## src/verilog/adcoc_pkg.sv

```systemverilog
// package: register map, reset values and carriers for the output config bank
package adcoc_pkg;
	localparam logic [7:0] DECIM_CLOCK_PHASE_CTRL_OFS = 8'h64;
	localparam logic [7:0] LVDS_PAIR_POLARITY_OFS     = 8'h65;
	localparam logic [7:0] DIGITAL_OFFSET_LOW_OFS     = 8'h66;
	localparam logic [7:0] DIGITAL_OFFSET_HIGH_OFS    = 8'h67;
	localparam logic [7:0] OVERRANGE_WORDCLK_CTRL_OFS = 8'h68;
	localparam logic [7:0] PLL_RECALIBRATION_OFS      = 8'h6B;
	localparam logic [7:0] PLL_OUTPUT_CLOCK_PHASE_OFS = 8'h6D;
	localparam logic [7:0] USER_PATTERN_A_LOW_OFS     = 8'h74;
	localparam logic [7:0] USER_PATTERN_A_HIGH_OFS    = 8'h75;
	localparam logic [7:0] PLL_CAL_STATUS_OFS         = 8'hD1;
	// reset values and PLL output phase write mask
	localparam logic [7:0] DECIM_CLOCK_PHASE_CTRL_RST = 8'h03;
	localparam logic [7:0] OVERRANGE_WORDCLK_CTRL_RST = 8'h24;
	localparam logic [7:0] PLL_RECALIBRATION_RST      = 8'h08;
	localparam logic [7:0] ZERO_RST                   = 8'h00;
	localparam logic [7:0] PLL_OUTPUT_PHASE_MASK      = 8'h3F;
	// field positions and test pattern select code
	localparam int PHASE_EN_BIT   = 7;
	localparam int PHASE_SEL_LSB  = 4;
	localparam int POL_LSB        = 2;
	localparam int FLAG_INV_BIT   = 3;
	localparam int FLAG_EN_BIT    = 2;
	localparam int RECAL_BIT      = 2;
	localparam int PLL_CLK_EN_BIT = 5;
	localparam int VCO_DLY_LSB    = 1;
	localparam int PAT_LOW_LSB    = 4;
	localparam int CAL_BUSY_BIT   = 0;
	localparam logic [2:0] TEST_SEL_PATTERN_AB = 3'h1;

	typedef struct packed {
		logic [7:0] addr;
		logic [7:0] wdata;
		logic       wr;
		logic       rd;
	} adcoc_bus_req_t;

	typedef struct packed {
		logic [7:0]  phase_ctrl;
		logic [7:0]  polarity;
		logic [7:0]  offset_low;
		logic [7:0]  offset_high;
		logic [7:0]  flag_ctrl;
		logic [7:0]  recal;
		logic [7:0]  pll_out;
		logic [7:0]  pat_a_low;
		logic [7:0]  pat_a_high;
		logic        cal_busy;
		logic        recal_pulse;
		logic        alt_sel;
		logic [11:0] data;
		logic [7:0]  rdata;
	} adcoc_state_t;
endpackage : adcoc_pkg

```

## src/verilog/adcoc_regs.sv

```systemverilog
// module: output path configuration register bank with offset and pattern path
`timescale 1ns/10ps
`default_nettype none
module adcoc_regs #(
	parameter int SAMPLE_W = 12
) (
	// clock and reset
	input  wire logic                       clk_in,
	input  wire logic                       arst_n_in,
	// register port
	input  wire adcoc_pkg::adcoc_bus_req_t  bus_in,
	output logic [7:0]                      rdata_out,
	// decimation and clocking context
	input  wire logic [8:0]                 decim_filter_first_in,
	input  wire logic [7:0]                 decim_filter_quadrature_in,
	input  wire logic                       pll_is_source_in,
	input  wire logic                       pll_enable_in,
	input  wire logic                       lvds_mode_in,
	input  wire logic                       pll_cal_done_in,
	// sample path
	input  wire logic [2:0]                 test_pattern_sel_in,
	input  wire logic [11:0]                pattern_b_in,
	input  wire logic signed [SAMPLE_W-1:0] sample_in,
	input  wire logic                       sample_valid_in,
	output logic [SAMPLE_W-1:0]             data_out,
	// output control
	output logic                            phase_delay_enable_out,
	output logic [2:0]                      decim_outclk_phase_sel_out,
	output logic [5:0]                      lvds_pair_invert_out,
	output logic                            flag_pair_invert_out,
	output logic                            flag_pair_enable_out,
	output logic                            synth_recal_pulse_out,
	output logic                            pll_cal_busy_out,
	output logic                            pll_clk_gate_out,
	output logic [3:0]                      vco_cycle_outclk_delay_out,
	output logic [3:0]                      unused_test_pins_out
);
	adcoc_pkg::adcoc_state_t q, d;
	logic                    decim_gt2;
	logic                    decim_none;
	logic                    pll_ready;
	logic [2:0]              phase_code;
	logic [2:0]              vco_code;
	logic [11:0]             pattern_a;
	logic signed [17:0]      sum;
	logic                    wr_recal;

	// decimation rate above two or none at all
	assign decim_gt2  = (|decim_filter_first_in[8:1]) | (|decim_filter_quadrature_in[7:1]);
	assign decim_none = (decim_filter_first_in == 9'h000) && (decim_filter_quadrature_in == 8'h00);
	assign pll_ready  = pll_is_source_in & pll_enable_in;

	// clock phase selection
	assign phase_delay_enable_out = q.phase_ctrl[adcoc_pkg::PHASE_EN_BIT];
	assign phase_code = q.phase_ctrl[adcoc_pkg::PHASE_SEL_LSB +: 3];
	always_comb begin
		if (!phase_delay_enable_out) begin
			decim_outclk_phase_sel_out = 3'h0;
		end else if (decim_gt2) begin
			decim_outclk_phase_sel_out = phase_code;
		end else begin
			decim_outclk_phase_sel_out = phase_code | 3'h1;
		end
	end

	// pair polarity and flag pair
	assign lvds_pair_invert_out = q.polarity[adcoc_pkg::POL_LSB +: 6];
	assign flag_pair_invert_out = q.flag_ctrl[adcoc_pkg::FLAG_INV_BIT] & lvds_mode_in;
	assign flag_pair_enable_out = q.flag_ctrl[adcoc_pkg::FLAG_EN_BIT];

	// PLL clock gating and VCO delay
	assign pll_clk_gate_out = q.pll_out[adcoc_pkg::PLL_CLK_EN_BIT] & pll_ready;
	assign vco_code = q.pll_out[adcoc_pkg::VCO_DLY_LSB +: 3];
	always_comb begin
		if (!(pll_ready && decim_none)) begin
			vco_cycle_outclk_delay_out = 4'h0;
		end else if (vco_code < 3'h6) begin
			vco_cycle_outclk_delay_out = {1'b0, vco_code};
		end else begin
			vco_cycle_outclk_delay_out = {1'b1, vco_code};
		end
	end

	// recalibration and pattern assembly
	assign synth_recal_pulse_out = q.recal_pulse;
	assign pll_cal_busy_out      = q.cal_busy;
	assign pattern_a = {q.pat_a_high, q.pat_a_low[adcoc_pkg::PAT_LOW_LSB +: 4]};
	assign unused_test_pins_out = q.pat_a_low[3:0];
	assign wr_recal = bus_in.wr && (bus_in.addr == adcoc_pkg::PLL_RECALIBRATION_OFS);
	assign rdata_out = q.rdata;
	assign data_out  = q.data;

	// offset in quarter LSb added to sample
	assign sum = 18'($signed({sample_in, 2'b00})) + 18'($signed({q.offset_high, q.offset_low}));

	always_comb begin
		d = q;
		d.rdata = 8'h00;
		// writes store whole bytes, factory bits included, except PLL output phase, masked to bits 5:0
		if (bus_in.wr) begin
			if (bus_in.addr == adcoc_pkg::DECIM_CLOCK_PHASE_CTRL_OFS) begin
				d.phase_ctrl = bus_in.wdata;
			end else if (bus_in.addr == adcoc_pkg::LVDS_PAIR_POLARITY_OFS) begin
				d.polarity = bus_in.wdata;
			end else if (bus_in.addr == adcoc_pkg::DIGITAL_OFFSET_LOW_OFS) begin
				d.offset_low = bus_in.wdata;
			end else if (bus_in.addr == adcoc_pkg::DIGITAL_OFFSET_HIGH_OFS) begin
				d.offset_high = bus_in.wdata;
			end else if (bus_in.addr == adcoc_pkg::OVERRANGE_WORDCLK_CTRL_OFS) begin
				d.flag_ctrl = bus_in.wdata;
			end else if (bus_in.addr == adcoc_pkg::PLL_RECALIBRATION_OFS) begin
				d.recal = bus_in.wdata;
			end else if (bus_in.addr == adcoc_pkg::PLL_OUTPUT_CLOCK_PHASE_OFS) begin
				d.pll_out = bus_in.wdata & adcoc_pkg::PLL_OUTPUT_PHASE_MASK;
			end else if (bus_in.addr == adcoc_pkg::USER_PATTERN_A_LOW_OFS) begin
				d.pat_a_low = bus_in.wdata;
			end else if (bus_in.addr == adcoc_pkg::USER_PATTERN_A_HIGH_OFS) begin
				d.pat_a_high = bus_in.wdata;
			end
		end
		// read data one cycle later, unmapped reads zero
		if (bus_in.rd) begin
			if (bus_in.addr == adcoc_pkg::DECIM_CLOCK_PHASE_CTRL_OFS) begin
				d.rdata = q.phase_ctrl;
			end else if (bus_in.addr == adcoc_pkg::LVDS_PAIR_POLARITY_OFS) begin
				d.rdata = q.polarity;
			end else if (bus_in.addr == adcoc_pkg::DIGITAL_OFFSET_LOW_OFS) begin
				d.rdata = q.offset_low;
			end else if (bus_in.addr == adcoc_pkg::DIGITAL_OFFSET_HIGH_OFS) begin
				d.rdata = q.offset_high;
			end else if (bus_in.addr == adcoc_pkg::OVERRANGE_WORDCLK_CTRL_OFS) begin
				d.rdata = q.flag_ctrl;
			end else if (bus_in.addr == adcoc_pkg::PLL_RECALIBRATION_OFS) begin
				d.rdata = q.recal;
			end else if (bus_in.addr == adcoc_pkg::PLL_OUTPUT_CLOCK_PHASE_OFS) begin
				d.rdata = q.pll_out;
			end else if (bus_in.addr == adcoc_pkg::USER_PATTERN_A_LOW_OFS) begin
				d.rdata = q.pat_a_low;
			end else if (bus_in.addr == adcoc_pkg::USER_PATTERN_A_HIGH_OFS) begin
				d.rdata = q.pat_a_high;
			end else if (bus_in.addr == adcoc_pkg::PLL_CAL_STATUS_OFS) begin
				d.rdata[adcoc_pkg::CAL_BUSY_BIT] = q.cal_busy;
			end
		end
		// toggle detect on every write to the recalibration register
		d.recal_pulse = wr_recal
			&& (bus_in.wdata[adcoc_pkg::RECAL_BIT] != q.recal[adcoc_pkg::RECAL_BIT]);
		// busy flag, a new start wins over done
		if (d.recal_pulse) begin
			d.cal_busy = 1'b1;
		end else if (pll_cal_done_in) begin
			d.cal_busy = 1'b0;
		end
		// sample path
		if (sample_valid_in) begin
			if (test_pattern_sel_in == adcoc_pkg::TEST_SEL_PATTERN_AB) begin
				d.data    = q.alt_sel ? pattern_b_in : pattern_a;
				d.alt_sel = !q.alt_sel;
			end else begin
				d.alt_sel = 1'b0;
				if (sum[17:13] == {5{sum[17]}}) begin
					d.data = sum[13:2];
				end else if (sum[17]) begin
					d.data = 12'h800;
				end else begin
					d.data = 12'h7FF;
				end
			end
		end
	end

	always_ff @(posedge clk_in or negedge arst_n_in) begin
		if (!arst_n_in) begin
			q             <= '0;
			q.phase_ctrl  <= adcoc_pkg::DECIM_CLOCK_PHASE_CTRL_RST;
			q.polarity    <= adcoc_pkg::ZERO_RST;
			q.offset_low  <= adcoc_pkg::ZERO_RST;
			q.offset_high <= adcoc_pkg::ZERO_RST;
			q.flag_ctrl   <= adcoc_pkg::OVERRANGE_WORDCLK_CTRL_RST;
			q.recal       <= adcoc_pkg::PLL_RECALIBRATION_RST;
			q.pll_out     <= adcoc_pkg::ZERO_RST;
			q.pat_a_low   <= adcoc_pkg::ZERO_RST;
			q.pat_a_high  <= adcoc_pkg::ZERO_RST;
		end else begin
			q <= d;
		end
	end
endmodule : adcoc_regs
`default_nettype wire
```

## config.mk

```make
export PLATFORM = sky130hd
export DESIGN_NAME = adcoc_regs
export DESIGN_NICKNAME = d
export VERILOG_FILES = /design/src/verilog/adcoc_pkg.sv /design/src/verilog/adcoc_regs.sv
export SDC_FILE = /design/constraint.sdc
export NUM_CORES = 1
export LEC_CHECK = 0
export BUFFER_PORTS_ARGS = -buffer_cell sky130_fd_sc_hd__buf_2
export CORE_MARGIN = 2
export CORE_UTILIZATION = 45
export DETAILED_ROUTE_END_ITERATION = 10
export PLACE_DENSITY = 0.7
export SYNTH_ARGS = -nofsm -noshare
export SYNTH_HDL_FRONTEND = slang
export SYNTH_SLANG_ARGS = --single-unit
```

## constraint.sdc

```tcl
create_clock -name clk_in -period 3.1 [get_ports clk_in]
set_input_delay 0.31 -clock clk_in [delete_from_list [all_inputs] [get_ports clk_in]]
set_output_delay 0.31 -clock clk_in [all_outputs]
set_load 0.03 [all_outputs]
```

==> impl_metrics.json, run 1 <==
{
  "status": "finished clean",
  "die_h_microns": 115,
  "dieWidth_microns": 115,
  "multiInputGateArea_sq_um": 2900,
  "num_vias": 4486,
  "yosys.area.top_type": "dfrtp_1",
  "grt_pass1_wl_mm": 23.4,
  "grt_max_degree": 53,
  "power_w": 0.00309,
  "die_area_sq_um": 13300,
  "grt_pass1_vias": 4327,
  "cts_tree": "built",
  "fillers": 1064,
  "slowest_stage": "or4_4",
  "fp.coreArea_sq_um": 12100,
  "antenna_cells": 0,
  "num_rows": 40,
  "synth_cell_type_count": 70,
  "ys_ff_latch": 93,
  "port_buffers": 111,
  "required_ps": 3360,
  "syn_nets": 596,
  "initial_core_util_pct": 46.3,
  "cts_made_buffers": 9,
  "antenna_left": 0,
  "layout_min_cycle_time_ps": 3030,
  "synth.top_cell.area_share_pct": 39.5,
  "crit_family": "compound AO/OA/AOI/OAI gates",
  "synth-edff-count": 0,
  "dp_hpwl_mm": 11.3,
  "clockBufferDepth": 2,
  "crit_start": "q[77]$_DFFE_PN0P_",
  "syn-cell-area_sq_um": 5580,
  "tightest_slew_ps": 753,
  "grt_usage_pct": 22.9,
  "worstSetupPathType": "reg -> reg",
  "vias_per_cell": 5.71,
  "nets": 697,
  "mostFrequentLayoutCells": "buf_2, dfrtp_1, mux2_2",
  "grt.overflow.total": 0,
  "drc_errors": 0,
  "cts.sinks": 93,
  "drive_above_1_share_pct": 45.9,
  "ff2ff_path_depth": 11,
  "start_kind": "flip-flop",
  "area_growth_syn_to_layout_pct": 18.5,
  "routabilityCongestion": 0.893,
  "slew_violations": 0,
  "htreeDepth": 3,
  "clk_pin_slew_ps": 70,
  "arrival_ps": 3290,
  "postPlaceCellArea_sq_um": 6210,
  "dr.pass1.iters": 6,
  "finClkSkew_ps": 7.58,
  "regArea_sq_um": 2330,
  "seq_area_frac_synth_pct": 41.8,
  "synth-async-reset-ratio_pct": 100,
  "period_share_pct": 97.7,
  "finalWirelength_mm": 15.1,
  "cap_violations": 0,
  "hold_path_class": "in -> async",
  "syn_inst": 512,
  "peakVddDrop_mv": 0.254,
  "cp_num_buf_inv": 1,
  "crit_chain": "ha_1 > and3_1 > a211o_1 > o221ai_2 > o211ai_1 > xor2_1 > or4_4 > a32oi_4 > buf_6 > a21oi_2 > o22ai_2",
  "final_common_cell": "buf_2",
  "setup_viol": 0,
  "io_pins": 112,
  "synth.area.top_cells": "dfrtp_1, mux2_2, buf_4, ha_1, dfstp_2",
  "rsz0062_at_grt": "yes",
  "endpoint_kind": "flip-flop",
  "finalHoldViolations": 0,
  "cts_root_buffer": "clkbuf_16",
  "p_per_area_nw_per_um2": 468,
  "detail_route.wl_per_cell_microns": 19.3,
  "relSlewSlack_pct": 49.6,
  "p_leak_nw": 3.29,
  "r2r_end": "data_out[10]$_DFFE_PN0P_",
  "synth_area_per_cell_sq_um": 10.9,
  "clock_latency_ps": 340,
  "cts_hold_buf": 0,
  "fin_area_sq_um": 6610,
  "detailedRoute.firstIterationViolations": 297,
  "path_max_fanout": 5,
  "yosys_warnings": 0,
  "critPathMaxStageDelay_ps": 540,
  "antenna_found_initial": 0,
  "r2r_slack_ps": 70,
  "maxClockFrequency_mhz": 330,
  "r2r_start": "q[77]$_DFFE_PN0P_",
  "synthFlopType": "dfrtp_1",
  "fin_util_pct": 54.8
}
## worst max-delay path by stage
stage | depth (start not counted) | slack (ps) | to
floorplan | 13 | 110 | data_out[10]$_DFFE_PN0P_
global placement | 14 | -70 | data_out[8]$_DFFE_PN0P_
detailed placement | 14 | -120 | data_out[10]$_DFFE_PN0P_
CTS | 14 | 20 | data_out[10]$_DFFE_PN0P_
global route | 11 | -80 | data_out[10]$_DFFE_PN0P_
finish | 11 | 70 | data_out[10]$_DFFE_PN0P_
## per-layer routing
layer | share of wire, % | up-vias | GRT usage, %
met2 | 49 | 150 | 36.5
met4 | 1.8 | 0 | 6.59
met3 | 4.8 | 21 | 3.69
met1 | 45 | 2238 | 32.4
li1 | - | 2077 | -
met5 | 0 | - | 0
## kinds of logic after synthesis
kind of cell	synth area share, %
AOI/OAI and AO/OA	16.7
and+or+nand+nor	10.5
muxes	18.7
xor gates and xnor gates	1.41
buffers and inverters	7.47
adders and majority gates	3.50
DFF	41.8
## final cells by class
class | instances | area share, %
inverter | 25 | 1.42
tap | 168 | 3.18
timing repair buffer | 139 | 11.7
clock inverter | 4 | 0.852
multi-input combinational | 345 | 43.8
clock buffer | 11 | 3.67
sequential | 93 | 35.3
## per-stage QoR
stage / instances / setup WS, ps / hold slack [ps] / TNS (ps)
2_1_floorplan: 512 / 112 / 14.4 / 0
3_3_place_gp: 766 / -69.1 / 376 / -639
3_5_place_dp: 766 / -121 / 392 / -1090
4_1_cts: 783 / 16.2 / 27.4 / 0
5_1_grt: 785 / -82.6 / 55.1 / -618
6_report: 785 / 71.3 / 3.41 / 0
## report_power, final
part           leakage [nW]  total, W  internal (W)  switching (W)
clock                 0.146   0.00112      0.000649       0.000474
sequential             1.24   0.00135       0.00129      0.0000570
combinational          1.90  0.000624      0.000253       0.000371
total                  3.29   0.00309       0.00219       0.000902
## synthesized netlist by cell type, drive strengths merged, types with 5 or more instances
library cell / instances
a21o: 7
a21oi: 29
a221oi: 9
a22oi: 8
and2: 8
and3: 9
buf: 40
clkbuf: 8
dfrtp: 88
dfstp: 5
ha: 14
inv: 25
mux2: 84
mux2i: 5
nand2: 19
nand3: 9
nor2: 21
nor2b: 6
nor3: 10
o21ai: 26
o22ai: 15
xor2: 5
## repair_timing
| action | 4_1_cts | 5_1_grt |
|---|---|---|
| setup endpoints to repair | 10 | 11 |
| hold endpoints to repair | 0 | 0 |
| setup buffers | 1 | 2 |
| cloned | 1 | 0 |
| pin swaps | 6 | 13 |
| resized for setup | 13 | 7 |
## state kept, by name, indices dropped and copies added (netlist names)
| name | count |
|---|---|
| pattern_a | 12 |
| synth_recal_pulse_out | 1 |
| phase_delay_enable_out | 1 |
| data_out | 12 |
| pll_cal_busy_out | 1 |
| q | 44 |
| flag_pair_enable_out | 1 |
| rdata_out | 8 |
| lvds_pair_invert_out | 6 |
| unused_test_pins_out | 4 |
| phase_code | 3 |
Power figures use the tool's default switching activity.
==> inputs of run 2 (changes only) <==
- CORE_UTILIZATION: 45 -> 48
- PLACE_DENSITY: 0.7 -> 0.74
==> run 2 against run 1 <==
Core utilization up 3.8 points; non-clock buffer count up 5; cell count down 2.4%; highest routed layer unchanged; count of clock-buffer cells in the layout down 2; clock skew down 1.1 ps; total power up 0.49%; sequential cell count unchanged; via count up 0.20%; fmax up 0.19%; combinational power up 3%; die area down 6.0%.
==> impl_metrics.json, run 2 (synthesized netlist as in run 1, its figures left out) <==
{
  "routabilityCongestion": 0.926,
  "dp_hpwl_mm": 11.4,
  "area_growth_syn_to_layout_pct": 19.3,
  "mostFrequentLayoutCells": "buf_2, dfrtp_1, mux2_2",
  "cts_hold_buf": 0,
  "cts.sinks": 93,
  "r2r_end": "data_out[3]$_DFFE_PN0P_",
  "finalWirelength_mm": 15.1,
  "ff2ff_path_depth": 11,
  "postPlaceCellArea_sq_um": 6210,
  "tightest_slew_ps": 756,
  "cts_tree": "built",
  "status": "finished clean",
  "largest_reg_flops": 44,
  "grt_pass1_vias": 4429,
  "arrival_ps": 3290,
  "slew_violations": 0,
  "fp.coreArea_sq_um": 11400,
  "vias_per_cell": 5.87,
  "period_share_pct": 97.5,
  "initial_core_util_pct": 49.1,
  "p_per_area_nw_per_um2": 467,
  "rsz0062_at_grt": "yes",
  "dieWidth_microns": 112,
  "antenna_left": 0,
  "hold_path_class": "in -> async",
  "worstSetupPathType": "reg -> reg",
  "critPathMaxStageDelay_ps": 560,
  "final_common_cell": "buf_2",
  "clock_latency_ps": 340,
  "cts_root_buffer": "clkbuf_16",
  "fin_area_sq_um": 6660,
  "r2r_slack_ps": 80,
  "die_area_sq_um": 12500,
  "layout_min_cycle_time_ps": 3020,
  "p_leak_nw": 3.33,
  "setup_viol": 0,
  "dr.pass1.iters": 5,
  "setup_ws_ps": 77.2,
  "cap_violations": 0,
  "pre_cts_ws_ps": -165,
  "maxClockFrequency_mhz": 331,
  "slowest_stage": "or4_4",
  "drive_above_1_share_pct": 46.5,
  "whs_ps": 36.5,
  "num_rows": 39,
  "io_pins": 112,
  "relSlewSlack_pct": 49.4,
  "detail_route.wl_per_cell_microns": 19.7,
  "regMostFlops": "q",
  "nets": 702,
  "required_ps": 3360,
  "port_buffers": 111,
  "grt_max_degree": 60,
  "clockBufferDepth": 2,
  "die_h_microns": 112,
  "crit_chain": "ha_1 > a21o_1 > a2111oi_4 > o21ai_1 > a21oi_1 > a311o_1 > or4_4 > a32oi_4 > buf_6 > a21oi_2 > o22ai_2",
  "start_kind": "flip-flop",
  "cts_made_buffers": 9,
  "htreeDepth": 3,
  "finClkSkew_ps": 6.52,
  "num_vias": 4495,
  "drc_errors": 0,
  "grt.overflow.total": 0,
  "grt_usage_pct": 24.5,
  "r2r_start": "q[74]$_DFFE_PN0P_",
  "peakVddDrop_mv": 0.487,
  "detailedRoute.firstIterationViolations": 346,
  "finalHoldViolations": 0,
  "antenna_cells": 0,
  "grt_pass1_wl_mm": 24.1,
  "path_max_fanout": 5,
  "endpoint_kind": "flip-flop",
  "antenna_found_initial": 0,
  "clk_pin_slew_ps": 70
}
==> run 2: cell types whose count changed in the layout (fill, tap and decap cells not counted), moves of 2 or more <==
cell      delta
buf_4        +3
clkinv_4     -2
clkinv_2     +2
and3_1       -2
and3_4       +2
inv_6        +2
==> run 2: worst max path at each step <==
stage                            startpoint                        to  slack, ps  depth (start not counted)
after floorplan           q[73]$_DFFE_PN0P_  data_out[10]$_DFFE_PN0P_        110                         13
after global placement         sample_in[0]   data_out[4]$_DFFE_PN0P_        -80                         14
after detailed placement       sample_in[0]   data_out[5]$_DFFE_PN0P_       -160                         14
after CTS                 q[73]$_DFFE_PN0P_   data_out[3]$_DFFE_PN0P_         10                         14
after global routing      q[74]$_DFFE_PN0P_   data_out[0]$_DFFE_PN0P_        -50                         11
final                     q[74]$_DFFE_PN0P_   data_out[3]$_DFFE_PN0P_         80                         11
==> run 2: metal layers <==
| layer | routed length (microns) | global-route usage [%] |
|---|---|---|
| met1 | 6660 | 34.7 |
| met3 | 888 | 3.38 |
| met2 | 7370 | 40.3 |
| met5 | 0 | 0 |
| met4 | 203 | 5.60 |
==> run 2: metrics by stage <==
step	total power, W	setup TNS, ps	utilization (%)	std cells
global route	0.00324	-431	58.6	766
global placement	0.00196	-770	54.6	744
floorplan	0.00179	0	-	512
detailed placement	0.00198	-1520	54.6	744
CTS	0.00311	0	57.9	764
finish	0.00311	0	58.6	766
==> run 2: critical path: cells and delay by family, from the launching register on <==
family                   cells  cell delay [ps]
AO/OA/AOI/OAI                8             1500
flip-flops                   1              420
adder cells (fa/ha/maj)      1              290
buffers and inverters        1              180
AND/OR/NAND/NOR              1              560
==> run 2: cell type report <==
type | count | area (sq um)
clock buffers | 9 | 225
repair buffers | 144 | 830
well taps | 143 | 179
multi-input cells | 345 | 2920
flip-flops and latches | 93 | 2330
clock inverters | 7 | 77.6
fillers | 972 | 4710
inverters | 25 | 93.8
==> run 2: timing repair <==
action                     in CTS  in global routing
buffers inserted                3                  2
cloned                          1                  0
setup endpoints to repair      10                 11
gates resized for setup        12                 10
pin swaps                       8                  9
==> run 2: power breakdown <==
part	switching, W	internal (W)	total (W)	leakage [nW]
Sequential	0.0000550	0.00129	0.00134	1.24
Clock	0.000486	0.000637	0.00112	0.153
Combinational	0.000374	0.000268	0.000642	1.94
